===== src/core/pcg_map.svh =====
// field positions, reset values and timing counts of the gauge sequencer
`ifndef PCG_MAP_SVH
`define PCG_MAP_SVH
`define PCG_CLK_PERIOD_NS   20
`define PCG_MEAS_PERIOD_MS  1000
`define PCG_MEAS_CYCLES     ((`PCG_MEAS_PERIOD_MS * 1000000) / `PCG_CLK_PERIOD_NS)
`define PCG_HEALTH_MAX      8'h64
`define PCG_COND_HLOW_BIT   0
`define PCG_COND_EOL_BIT    1
`define PCG_CTRL_ACT_BIT    0
`define PCG_CTRL_DONE_BIT   1
`define PCG_FLAGS_RST       8'h00
`define PCG_WORD_RST        16'h0000
`define PCG_CHARGE_RST      32'h0000_0000
`endif


===== src/core/pcg_pkg.sv =====
// types of the gauge sequencer
package pcg_pkg;
  typedef enum logic [1:0] {
    PCG_ACCUMULATE_MODE  = 2'h0,
    PCG_HEALTH_MODE      = 2'h1,
    PCG_END_OF_LIFE_MODE = 2'h2
  } pcg_mode_t;
  typedef enum logic [2:0] {
    PCG_OFF, PCG_ACC_WAIT, PCG_ACC_RUN, PCG_ACC_END, PCG_ACC_DONE, PCG_SOH_MEAS, PCG_SOH_DONE,
    PCG_EOL_RUN
  } pcg_state_t;
endpackage


===== src/core/pcg_sequencer.sv =====
// measurement and gauging sequencer for a primary-cell monitor
`timescale 1ns/1ps
`include "pcg_map.svh"
module pcg_sequencer
  import pcg_pkg::*;
#(
  parameter int unsigned MEAS_CYCLES = `PCG_MEAS_CYCLES
) (
  input  wire logic               clk_i,
  input  wire logic               reset_i,
  input  wire logic               host_power_gate_pin_i,
  input  wire logic [1:0]         mode_cfg_i,
  input  wire logic               temp_source_select_i,
  input  wire logic               begin_accum_i,
  input  wire logic               end_accum_i,
  input  wire logic               meas_valid_i,
  input  wire logic [15:0]        cell_voltage_input_i,
  input  wire logic signed [15:0] die_temp_raw_i,
  input  wire logic signed [15:0] ext_temp_raw_i,
  input  wire logic               cc_valid_i,
  input  wire logic signed [14:0] cc_sample_i,
  input  wire logic signed [15:0] self_consumption_offset_i,
  input  wire logic               ext_scale_en_i,
  input  wire logic [7:0]         cell_gain_i,
  input  wire logic [3:0]         series_cells_i,
  input  wire logic [15:0]        empty_mv_i,
  input  wire logic [7:0]         health_gain_i,
  input  wire logic [7:0]         health_low_threshold_i,
  input  wire logic [15:0]        eol_trend_limit_i,
  input  wire logic [7:0]         alert_enable_i,
  output logic                    meas_req_o,
  output logic [15:0]             voltage_o,
  output logic signed [15:0]      temp_o,
  output logic signed [15:0]      die_sensor_reading_o,
  output logic signed [15:0]      current_o,
  output logic signed [31:0]      charge_o,
  output logic [15:0]             resistance_o,
  output logic signed [15:0]      resistance_rate_o,
  output logic [7:0]              health_percentage_o,
  output logic [7:0]              cell_condition_flags_o,
  output logic [7:0]              control_state_word_o,
  output logic [7:0]              alert_flags_latch_o,
  output logic                    alert_o
);
  pcg_state_t state_r, state_nxt;
  pcg_mode_t  mode_r, mode_nxt;
  logic        tsel_r, tsel_nxt, gate_q_r, pend_r, pend_nxt, req_r, req_nxt;
  logic [31:0] tick_r, tick_nxt;
  logic [15:0] volt_r, volt_nxt, ocv_r, ocv_nxt, res_r, res_nxt;
  logic signed [15:0] temp_r, temp_nxt, die_r, die_nxt, cur_r, cur_nxt, rate_r, rate_nxt;
  logic signed [14:0] cc_last_r, cc_last_nxt;
  logic signed [31:0] charge_r, charge_nxt;
  logic [7:0]  health_r, health_nxt, cond_r, cond_nxt, alert_r, alert_nxt, ctrl_r, ctrl_nxt;
  logic [15:0] scaled_mv;
  logic [23:0] health_prod;
  logic [23:0] cell_avg;
  logic        tick_hit, conv_done, run;

  assign tick_hit  = (tick_r == MEAS_CYCLES - 1);
  assign run       = host_power_gate_pin_i && (state_r != PCG_OFF);
  assign conv_done = run && pend_r && meas_valid_i;

  always_comb begin
    // 24 bits hold the whole 16 x 8 product before the Q0.8 shift
    cell_avg  = 24'(cell_voltage_input_i) * 24'(cell_gain_i);
    scaled_mv = ext_scale_en_i ? 16'((cell_avg >> 8) * 24'(series_cells_i))
                               : cell_voltage_input_i;
  end

  ////////////////////////////////////////////////////////////////////////////
  always_comb begin
    state_nxt   = state_r;
    mode_nxt    = mode_r;
    tsel_nxt    = tsel_r;
    tick_nxt    = tick_r;
    req_nxt     = 1'b0;
    pend_nxt    = pend_r;
    volt_nxt    = volt_r;
    temp_nxt    = temp_r;
    die_nxt     = die_r;
    cur_nxt     = cur_r;
    ocv_nxt     = ocv_r;
    res_nxt     = res_r;
    rate_nxt    = rate_r;
    health_nxt  = health_r;
    cond_nxt    = cond_r;
    ctrl_nxt    = ctrl_r;
    cc_last_nxt = cc_last_r;
    charge_nxt  = charge_r;
    health_prod = 24'h00_0000;
    if (cc_valid_i) begin
      cc_last_nxt = cc_sample_i;
      charge_nxt  = charge_r + 32'(cc_sample_i);
    end
    if (req_r) pend_nxt = 1'b1;
    unique case (state_r)
      PCG_OFF: begin
        // mode and source latched once; later config changes are ignored
        mode_nxt = pcg_mode_t'(mode_cfg_i);
        tsel_nxt = temp_source_select_i;
        if (pcg_mode_t'(mode_cfg_i) == PCG_ACCUMULATE_MODE) begin
          state_nxt = PCG_ACC_WAIT;
        end else begin
          req_nxt   = 1'b1;
          state_nxt = (pcg_mode_t'(mode_cfg_i) == PCG_HEALTH_MODE) ? PCG_SOH_MEAS : PCG_EOL_RUN;
        end
      end
      PCG_ACC_WAIT: if (begin_accum_i) begin
        ctrl_nxt  = 8'h01 << `PCG_CTRL_ACT_BIT;
        tick_nxt  = 32'h0000_0000;
        state_nxt = PCG_ACC_RUN;
      end
      PCG_ACC_RUN: begin
        tick_nxt = tick_hit ? 32'h0000_0000 : tick_r + 32'h0000_0001;
        req_nxt  = tick_hit;
        if (end_accum_i) state_nxt = PCG_ACC_END;
      end
      PCG_ACC_END: if (!pend_r && !req_r) begin
        // wait out a conversion in flight so the last result is not lost
        ctrl_nxt  = 8'h01 << `PCG_CTRL_DONE_BIT;
        state_nxt = PCG_ACC_DONE;
      end
      PCG_EOL_RUN: begin
        tick_nxt = tick_hit ? 32'h0000_0000 : tick_r + 32'h0000_0001;
        req_nxt  = tick_hit;
      end
      PCG_SOH_MEAS: if (conv_done) state_nxt = PCG_SOH_DONE;
      PCG_ACC_DONE, PCG_SOH_DONE: ;
    endcase
    if (conv_done) begin
      // all results from one conversion move together
      // a request raised in this same cycle stays pending: set wins
      pend_nxt = req_r;
      volt_nxt = scaled_mv;
      temp_nxt = tsel_r ? ext_temp_raw_i : die_temp_raw_i;
      die_nxt  = die_temp_raw_i;
      cur_nxt  = 16'(32'(cc_last_r) - 32'(self_consumption_offset_i));
      if (mode_r == PCG_END_OF_LIFE_MODE) begin
        // first sample after gate-on is taken as the rested open-circuit level
        if (ocv_r == `PCG_WORD_RST) ocv_nxt = scaled_mv;
        res_nxt  = (ocv_nxt > scaled_mv) ? 16'(ocv_nxt - scaled_mv) : `PCG_WORD_RST;
        rate_nxt = 16'(res_nxt - res_r);
        health_prod = 24'(res_nxt) * 24'(health_gain_i);
        health_nxt  = (health_prod[23:8] >= 16'(`PCG_HEALTH_MAX)) ? 8'h00 :
                      8'(`PCG_HEALTH_MAX - health_prod[15:8]);
        cond_nxt[`PCG_COND_EOL_BIT] = (rate_nxt > $signed(eol_trend_limit_i));
      end else if (mode_r == PCG_HEALTH_MODE) begin
        health_prod = 24'(scaled_mv > empty_mv_i ? scaled_mv - empty_mv_i : 16'h0000) *
                      24'(health_gain_i);
        health_nxt  = (health_prod[23:8] >= 16'(`PCG_HEALTH_MAX)) ? `PCG_HEALTH_MAX :
                      health_prod[15:8];
      end
      cond_nxt[`PCG_COND_HLOW_BIT] = (health_nxt <= health_low_threshold_i);
    end
  end

  assign alert_nxt = alert_enable_i & cond_r;

  always_ff @(posedge clk_i or posedge reset_i) begin
    if (reset_i) begin
      state_r <= PCG_OFF;
      mode_r <= PCG_ACCUMULATE_MODE;
      {tsel_r, pend_r, req_r, gate_q_r} <= 4'h0;
      tick_r <= 32'h0000_0000;
      {volt_r, temp_r, die_r, cur_r, ocv_r, res_r, rate_r} <= 112'h0;
      {health_r, cond_r, ctrl_r, alert_r} <= 32'h0;
      cc_last_r <= 15'h0000;
      charge_r <= `PCG_CHARGE_RST;
    end else if (!host_power_gate_pin_i) begin
      // gate low powers the device down: everything except mode_r back to reset values
      state_r <= PCG_OFF;
      {tsel_r, pend_r, req_r, gate_q_r} <= 4'h0;
      tick_r <= 32'h0000_0000;
      {volt_r, temp_r, die_r, cur_r, ocv_r, res_r, rate_r} <= 112'h0;
      {health_r, cond_r, ctrl_r, alert_r} <= 32'h0;
      cc_last_r <= 15'h0000;
      charge_r <= `PCG_CHARGE_RST;
    end else begin
      state_r <= state_nxt;
      mode_r <= mode_nxt;
      tsel_r <= tsel_nxt;
      pend_r <= pend_nxt;
      req_r <= req_nxt;
      gate_q_r <= 1'b1;
      tick_r <= tick_nxt;
      {volt_r, temp_r, die_r, cur_r} <= {volt_nxt, temp_nxt, die_nxt, cur_nxt};
      {ocv_r, res_r, rate_r} <= {ocv_nxt, res_nxt, rate_nxt};
      {health_r, cond_r, ctrl_r, alert_r} <= {health_nxt, cond_nxt, ctrl_nxt, alert_nxt};
      cc_last_r <= cc_last_nxt;
      charge_r <= charge_nxt;
    end
  end

  assign meas_req_o             = req_r;
  assign voltage_o              = volt_r;
  assign temp_o                 = temp_r;
  assign die_sensor_reading_o   = die_r;
  assign current_o              = cur_r;
  assign charge_o               = charge_r;
  assign resistance_o           = res_r;
  assign resistance_rate_o      = rate_r;
  assign health_percentage_o    = health_r;
  assign cell_condition_flags_o = cond_r;
  assign control_state_word_o   = ctrl_r;
  assign alert_flags_latch_o    = alert_r;
  assign alert_o                = |alert_r;
endmodule


===== config.mk =====
export PLATFORM = sky130hd
export DESIGN_NAME = pcg_sequencer
export DESIGN_NICKNAME = d
export VERILOG_FILES = /design/src/core/pcg_pkg.sv /design/src/core/pcg_sequencer.sv
export VERILOG_INCLUDE_DIRS = /design/src /design/src/core
export SDC_FILE = /design/constraint.sdc
export NUM_CORES = 2
export LEC_CHECK = 0
export BUFFER_PORTS_ARGS = -buffer_cell sky130_fd_sc_hd__buf_2
export CAP_MARGIN = 20
export CORE_UTILIZATION = 66
export DETAILED_ROUTE_END_ITERATION = 7
export GPL_TIMING_DRIVEN = 1
export PLACE_DENSITY = 0.95
export REMOVE_ABC_BUFFERS = 1
export SLEW_MARGIN = 5
export SYNTH_ARGS = -nofsm -noshare
export SYNTH_HDL_FRONTEND = slang
export SYNTH_SLANG_ARGS = --single-unit

===== constraint.sdc =====
create_clock -name clk_i -period 23.2 [get_ports clk_i]
set_input_delay 3.48 -clock clk_i [delete_from_list [all_inputs] [get_ports clk_i]]
set_output_delay 3.48 -clock clk_i [all_outputs]
set_load 0.1 [all_outputs]

== Yosys cells after proc, flatten, opt, wreduce, memory -nomap -nowiden ==
Cells that the tools add are included.
Word-level totals
  register bits after elaboration: 225
  input port bits: 158
  output and inout bits: 162
  logic and storage cells: 139
Operators by class
  $add $sub $neg: 7
  $mul: 4
  order comparisons: 6
  eq/ne operators: 21
  mux-type cells: 63
  bitwise logic cells: 1
  reductions and logical operators: 17
Operator list (count)
  $mux W16: 23
  $mux W32: 5
  $mux W8: 11
  $pmux W32 S2: 1
  $gt A16 B16 Y1: 3
  $mul A16 B8 Y24: 2
  $add A32 B1 Y32 const B: 1
  $add A32 B15 Y32: 1
  $eq A32 B26 Y1 const B: 1
  $ge A16 B7 Y1 const B: 2
  $sub A16 B16 Y16: 2
  $mux W15: 2
  $mul A24 B8 Y24: 1
  $mux W24: 1
  $mux W3: 6
  $sub A16 B16 Y17: 1
  $logic_not A16 Y1: 1
  $mul A16 B4 Y16: 1
  $pmux W8 S2: 1
  $sub A15 B16 Y16: 1
  $pmux W3 S5: 1
  $ne A3 B3 Y1 const B: 4
  $and A8 B2 Y8: 1
  $le A8 B8 Y1: 1
  23 further kinds: 45

== Logic depth before layout (Yosys ltp) ==
  word-level depth: 16
  depth in mapped cells: 84

== Worst setup path after synthesis ==
OpenSTA, ideal clock, no wires.
  path kind: input to register
  start: input port cell_gain_i[2]
  end: register cond_r[0], in the netlist cell_condition_flags_o[0]
  setup time: 0.083 ns
  arrival time: 19.359 ns
  data required time: 23.117 ns
  setup slack: 3.758 ns
  stages: 75
  cell sequence: clkbuf_1 and2_1 fa_1 fa_1 fa_1 inv_1 fa_1 inv_1 ha_1 and3_1 a21oi_1 o21ai_0 o2111ai_1 nand2_1 o21ai_0 nand2b_1 a21o_1 xor2_1 [39 not listed] a211oi_4 o41ai_2 a211o_1 nand4_1 or4b_1 buf_2 or3b_4 a22oi_1 ha_1 nor2b_1 o21a_1 o21ai_0 nand2b_1 a21oi_1 nor2_1 a211oi_1 a31oi_1 o21ai_0
On the way
  cells in the longest elaborated chain, start to end: 16
Ends and longest elaborated chain
  start: declaration: line pcg_sequencer.sv:24  | input wire logic [7:0] cell_gain_i,
  $mul A16 B8 Y24 (*): line pcg_sequencer.sv:65  | cell_avg = 24'(cell_voltage_input_i) * 24'(cell_gain_i);
  $mul A16 B4 Y16 (*): line pcg_sequencer.sv:66  | scaled_mv = ext_scale_en_i ? 16'((cell_avg >> 8) * 24'(series_cells_i))
  $mux W16 (*): line pcg_sequencer.sv:66
  $mux W16: line pcg_sequencer.sv:140  | if (ocv_r == `PCG_WORD_RST) ocv_nxt = scaled_mv;
  $mux W16: line pcg_sequencer.sv:138  | if (mode_r == PCG_END_OF_LIFE_MODE) begin
  $mux W16: line pcg_sequencer.sv:130  | if (conv_done) begin
  $sub A16 B16 Y16 / $gt A16 B16 Y1 (equally long branches): line pcg_sequencer.sv:141  | res_nxt = (ocv_nxt > scaled_mv) ? 16'(ocv_nxt - scaled_mv) : `PCG_WORD_RST;
  $mux W16 (no source line)
  $mul A16 B8 Y24: line pcg_sequencer.sv:143  | health_prod = 24'(res_nxt) * 24'(health_gain_i);
  $ge A16 B7 Y1 / $sub A7 B8 Y8 (equally long branches)
  $mux W8: line pcg_sequencer.sv:144  | health_nxt = (health_prod[23:8] >= 16'(`PCG_HEALTH_MAX)) ? 8'h00 :
  $mux W8 (*): line pcg_sequencer.sv:138
  $mux W8 (*): line pcg_sequencer.sv:130
  $le A8 B8 Y1 (*): line pcg_sequencer.sv:153  | cond_nxt[`PCG_COND_HLOW_BIT] = (health_nxt <= health_low_threshold_i);
  $mux W2 (*): line pcg_sequencer.sv:130
  $mux W2 (*): line pcg_sequencer.sv:169  | end else if (!host_power_gate_pin_i) begin
  end signal: assignment: line pcg_sequencer.sv:188  | {health_r, cond_r, ctrl_r, alert_r} <= {health_nxt, cond_nxt, ctrl_nxt, alert_nxt};
  end: declaration: line pcg_sequencer.sv:53  | logic [7:0] health_r, health_nxt, cond_r, cond_nxt, alert_r, alert_nxt, ctrl_r, ctrl_nxt;
Mark *: on every way between the ends. The rest lies on a longest branch, timed or not. The select of a mux whose other input is x is not followed.
A chain may end at the register's enable or synchronous reset.

== Worst setup path after layout ==
  start: input port cell_gain_i[4]
  end: register cond_r[0], in the netlist cell_condition_flags_o[0]
Same word-level chain as after synthesis.

==> impl_metrics.py <==
metrics = {
    "critical_path": {
        "r2r_start": "ocv_r[2]$_DFFE_PP0P_",
        "path_class": "in -> reg",
        "start_kind": "input pin",
        "slowest_stage": "o21a_1",
        "critPathRequiredTime_ns": 23.64,
        "startpoint": "cell_gain_i[4]",
        "arrival_ns": 22.07,
        "reg2reg_depth": 43,
        "r2r_slack_ns": 11.63,
        "worst_path_largest_cell_delay_ns": 0.86,
        "crit_top_cell": "fa_1",
        "crit_path_max_fanout": 41,
        "r2r-end": "cell_condition_flags_o[0]$_DFFE_PP0P_",
        "critPathCaptureType": "flip-flop",
    },
    "yosys": {
        "async_flop_share_pct": 100,
        "synth-seq-cells": 213,
        "post_synth.cell_area_avg_sq_um": 8.40,
        "yosys_warnings": 0,
        "synthesis.area_sq_um": 28600,
        "yosysUniqueCellTypes": 82,
        "synth_xor_area_share_pct": 4.70,
        "synth.area.mux_share_pct": 2.87,
        "syn_inst": 3401,
        "synth-edff-count": 0,
        "synthSimpleGateAreaFrac_pct": 21.8,
        "synth_compound_area_share_pct": 11.4,
        "seq_area_frac_synth_pct": 18.7,
        "ys.flop_type": "dfrtp_1",
        "synth_top_family_by_area": "adder cells",
        "synthAdderAreaFrac_pct": 31.8,
    },
    "floorplan": {
        "design.core.area_sq_um": 42300,
        "dieArea_sq_um": 44100,
        "die_y_um": 210,
        "start_util_pct": 67.5,
        "rows": 75,
        "die_x_um": 210,
        "io_pins": 320,
    },
    "timing": {
        "hold_viol_final": 0,
        "setup_viol": 0,
        "fin_crit_ns": 21.64,
        "post-route-period-util_pct": 93.3,
        "worst_slew_pin_slew_ns": 1.03,
        "finalMaxSlewViolations": 0,
        "setup_slack_ns": 1.56,
        "max_slew_margin_pct": 31.0,
        "skew_ns": 0.0165,
        "final.setup.tns_ns": 0,
        "rsz0062_at_grt": "false",
        "fmax_mhz": 46.2,
    },
    "cells_and_area": {
        "area_delta_synth_final_pct": 8.71,
        "final_layout_size_suffix_gt1_share_pct": 10.7,
        "fillerInstances": 2861,
        "nets": 4297,
        "final_cell_mix": "496 x inv_1, 324 x nand2_1, 300 x fa_1",
        "final_common_cell": "inv_1",
        "stdcell_count": 4191,
    },
    "drt": {
        "drt_first_pass_iters": 6,
        "vias": 25500,
        "wl_per_cell_um": 18.0,
        "drt_iter0_drc": 2494,
        "drc": 0,
        "drt.antenna.violating_nets": 0,
        "vias_per_cell": 6.07,
        "drt_wl_total_um": 75400,
    },
    "place": {
        "dp_slack_ns": 1.38,
        "dp_hpwl_um": 57800,
        "io_buffers": 295,
        "routabilityCongestion": 0.941,
        "post-place-cells": 4149,
    },
    "grt": {
        "grt_max_degree": 87,
        "grt_pass1_wl_um": 124000,
        "grt_antenna_before_repair": 2,
        "grt_pass1_vias": 26000,
        "grtUsageTotal_pct": 34.3,
        "grt_overflow": 0,
    },
    "clock_network": {
        "htreeDepth": 1,
        "numCtsBuffers": 22,
        "cts_tree": "built",
        "post_cts_buffers": 0,
        "ctsHoldBuffers": 0,
        "cts-resized-gates": 0,
        "clkSlewWorstSetupHoldPaths_ns": 0.07,
        "clk_path_buf_depth": 3,
        "insertion_delay_ns": 0.52,
        "root_buffer": "clkbuf_16",
        "clock_sinks": 213,
    },
    "run": {
        "maxCapViolations": 0,
    },
    "outcome": {
        "outcome": "completed",
    },
    "min_path": {
        "min_from": "resistance_rate_o[3]$_DFFE_PP0P_",
        "min_to": "resistance_rate_o[3]$_DFFE_PP0P_",
        "hold_depth": 2,
        "min_path_type": "reg -> reg",
    },
}
==> synth_stat cells (91+ instances only) <==
cell type / instances / area share [%]
inv_1: 497 / 6.5
nand2_1: 325 / 4.3
fa_1: 300 / 21
ha_1: 243 / 11
dfrtp_1: 213 / 19
nor2_1: 188 / 2.5
nand3_1: 164 / 2.9
o21ai_0: 148 / 2.6
and2_1: 144 / 3.2
a21oi_1: 139 / 2.4
and3_1: 127 / 2.8
clkbuf_1: 125 / 1.6
xnor2_1: 99 / 3.0
nor3_1: 91 / 1.6
==> per-stage QoR <==
stage	hold slack (ns)	util, %	area [sq um]
2_1_floorplan	0.467	-	28000
3_3_place_gp	0.477	71.6	30300
3_5_place_dp	0.485	71.6	30300
4_1_cts	0.500	73.4	31100
5_1_grt	0.521	73.4	31100
6_report	0.498	73.4	31100
==> worst max path at each step <==
| stage | end | slack [ns] |
|---|---|---|
| CTS | cell_condition_flags_o[0]$_DFFE_PP0P_ | 1.84 |
| global route | cell_condition_flags_o[0]$_DFFE_PP0P_ | 0.37 |
| floorplan | cell_condition_flags_o[0]$_DFFE_PP0P_ | 3.18 |
| finish | cell_condition_flags_o[0]$_DFFE_PP0P_ | 1.56 |
| detailed placement | cell_condition_flags_o[0]$_DFFE_PP0P_ | 1.38 |
| global placement | cell_condition_flags_o[0]$_DFFE_PP0P_ | 1.74 |
==> critical path: cells and delay by family <==
family          cells  cell delay, ns
buf+inv             7            0.55
xor+xnor            5            1.02
simple gates       21            4.54
fa+ha+maj          15            6.69
compound gates     26            5.76
==> layout make-up <==
cell class              instances  area (sq um)  share of cell area [%]
multi-input cells            2551         20800                    67.0
flip-flops and latches        213          5330                    17.2
well taps                     577           722                    2.32
clock buffers                  31           636                    2.05
repair buffers                309          1580                    5.10
inverters                     499          1880                    6.05
clock inverters                 8          97.6                   0.314
diodes                          3          7.51                  0.0242
==> routing by layer <==
| layer | up-vias | part of all wire [%] | global-route usage [%] |
|---|---|---|---|
| li1 | 11500 | - | - |
| met1 | 12300 | 37 | 42.4 |
| met2 | 1354 | 49 | 59.3 |
| met3 | 289 | 9.2 | 4.65 |
| met4 | 0 | 4.5 | 16.8 |
| met5 | - | 0 | 0 |
==> sequential cells by signal, summed over array words and instances, names as in the netlist, 2 cells and up <==
| signal | flops |
|---|---|
| mode_r | 2 |
| voltage_o | 16 |
| cell_condition_flags_o | 2 |
| die_sensor_reading_o | 16 |
| control_state_word_o | 2 |
| state_r | 3 |
| ocv_r | 16 |
| temp_o | 16 |
| charge_o | 32 |
| current_o | 16 |
| health_percentage_o | 8 |
| tick_r | 32 |
| resistance_rate_o | 16 |
| alert_flags_latch_o | 2 |
| cc_last_r | 15 |
| resistance_o | 16 |
==> kinds of logic (layout without fill, tap and decap cells) <==
group,count (synthesis),count (layout)
other,1,21
AND/OR/NAND/NOR,1240,1240
AO/OA/AOI/OAI,514,514
buffers and inverters,654,847
XOR/XNOR,151,151
flip-flops,213,213
adder cells (fa/ha/maj),547,547
multiplexers,81,81
Power is left out: the tool's default activity adds up to more than one toggle a clock period on the data nets, which glitch-free logic cannot reach.
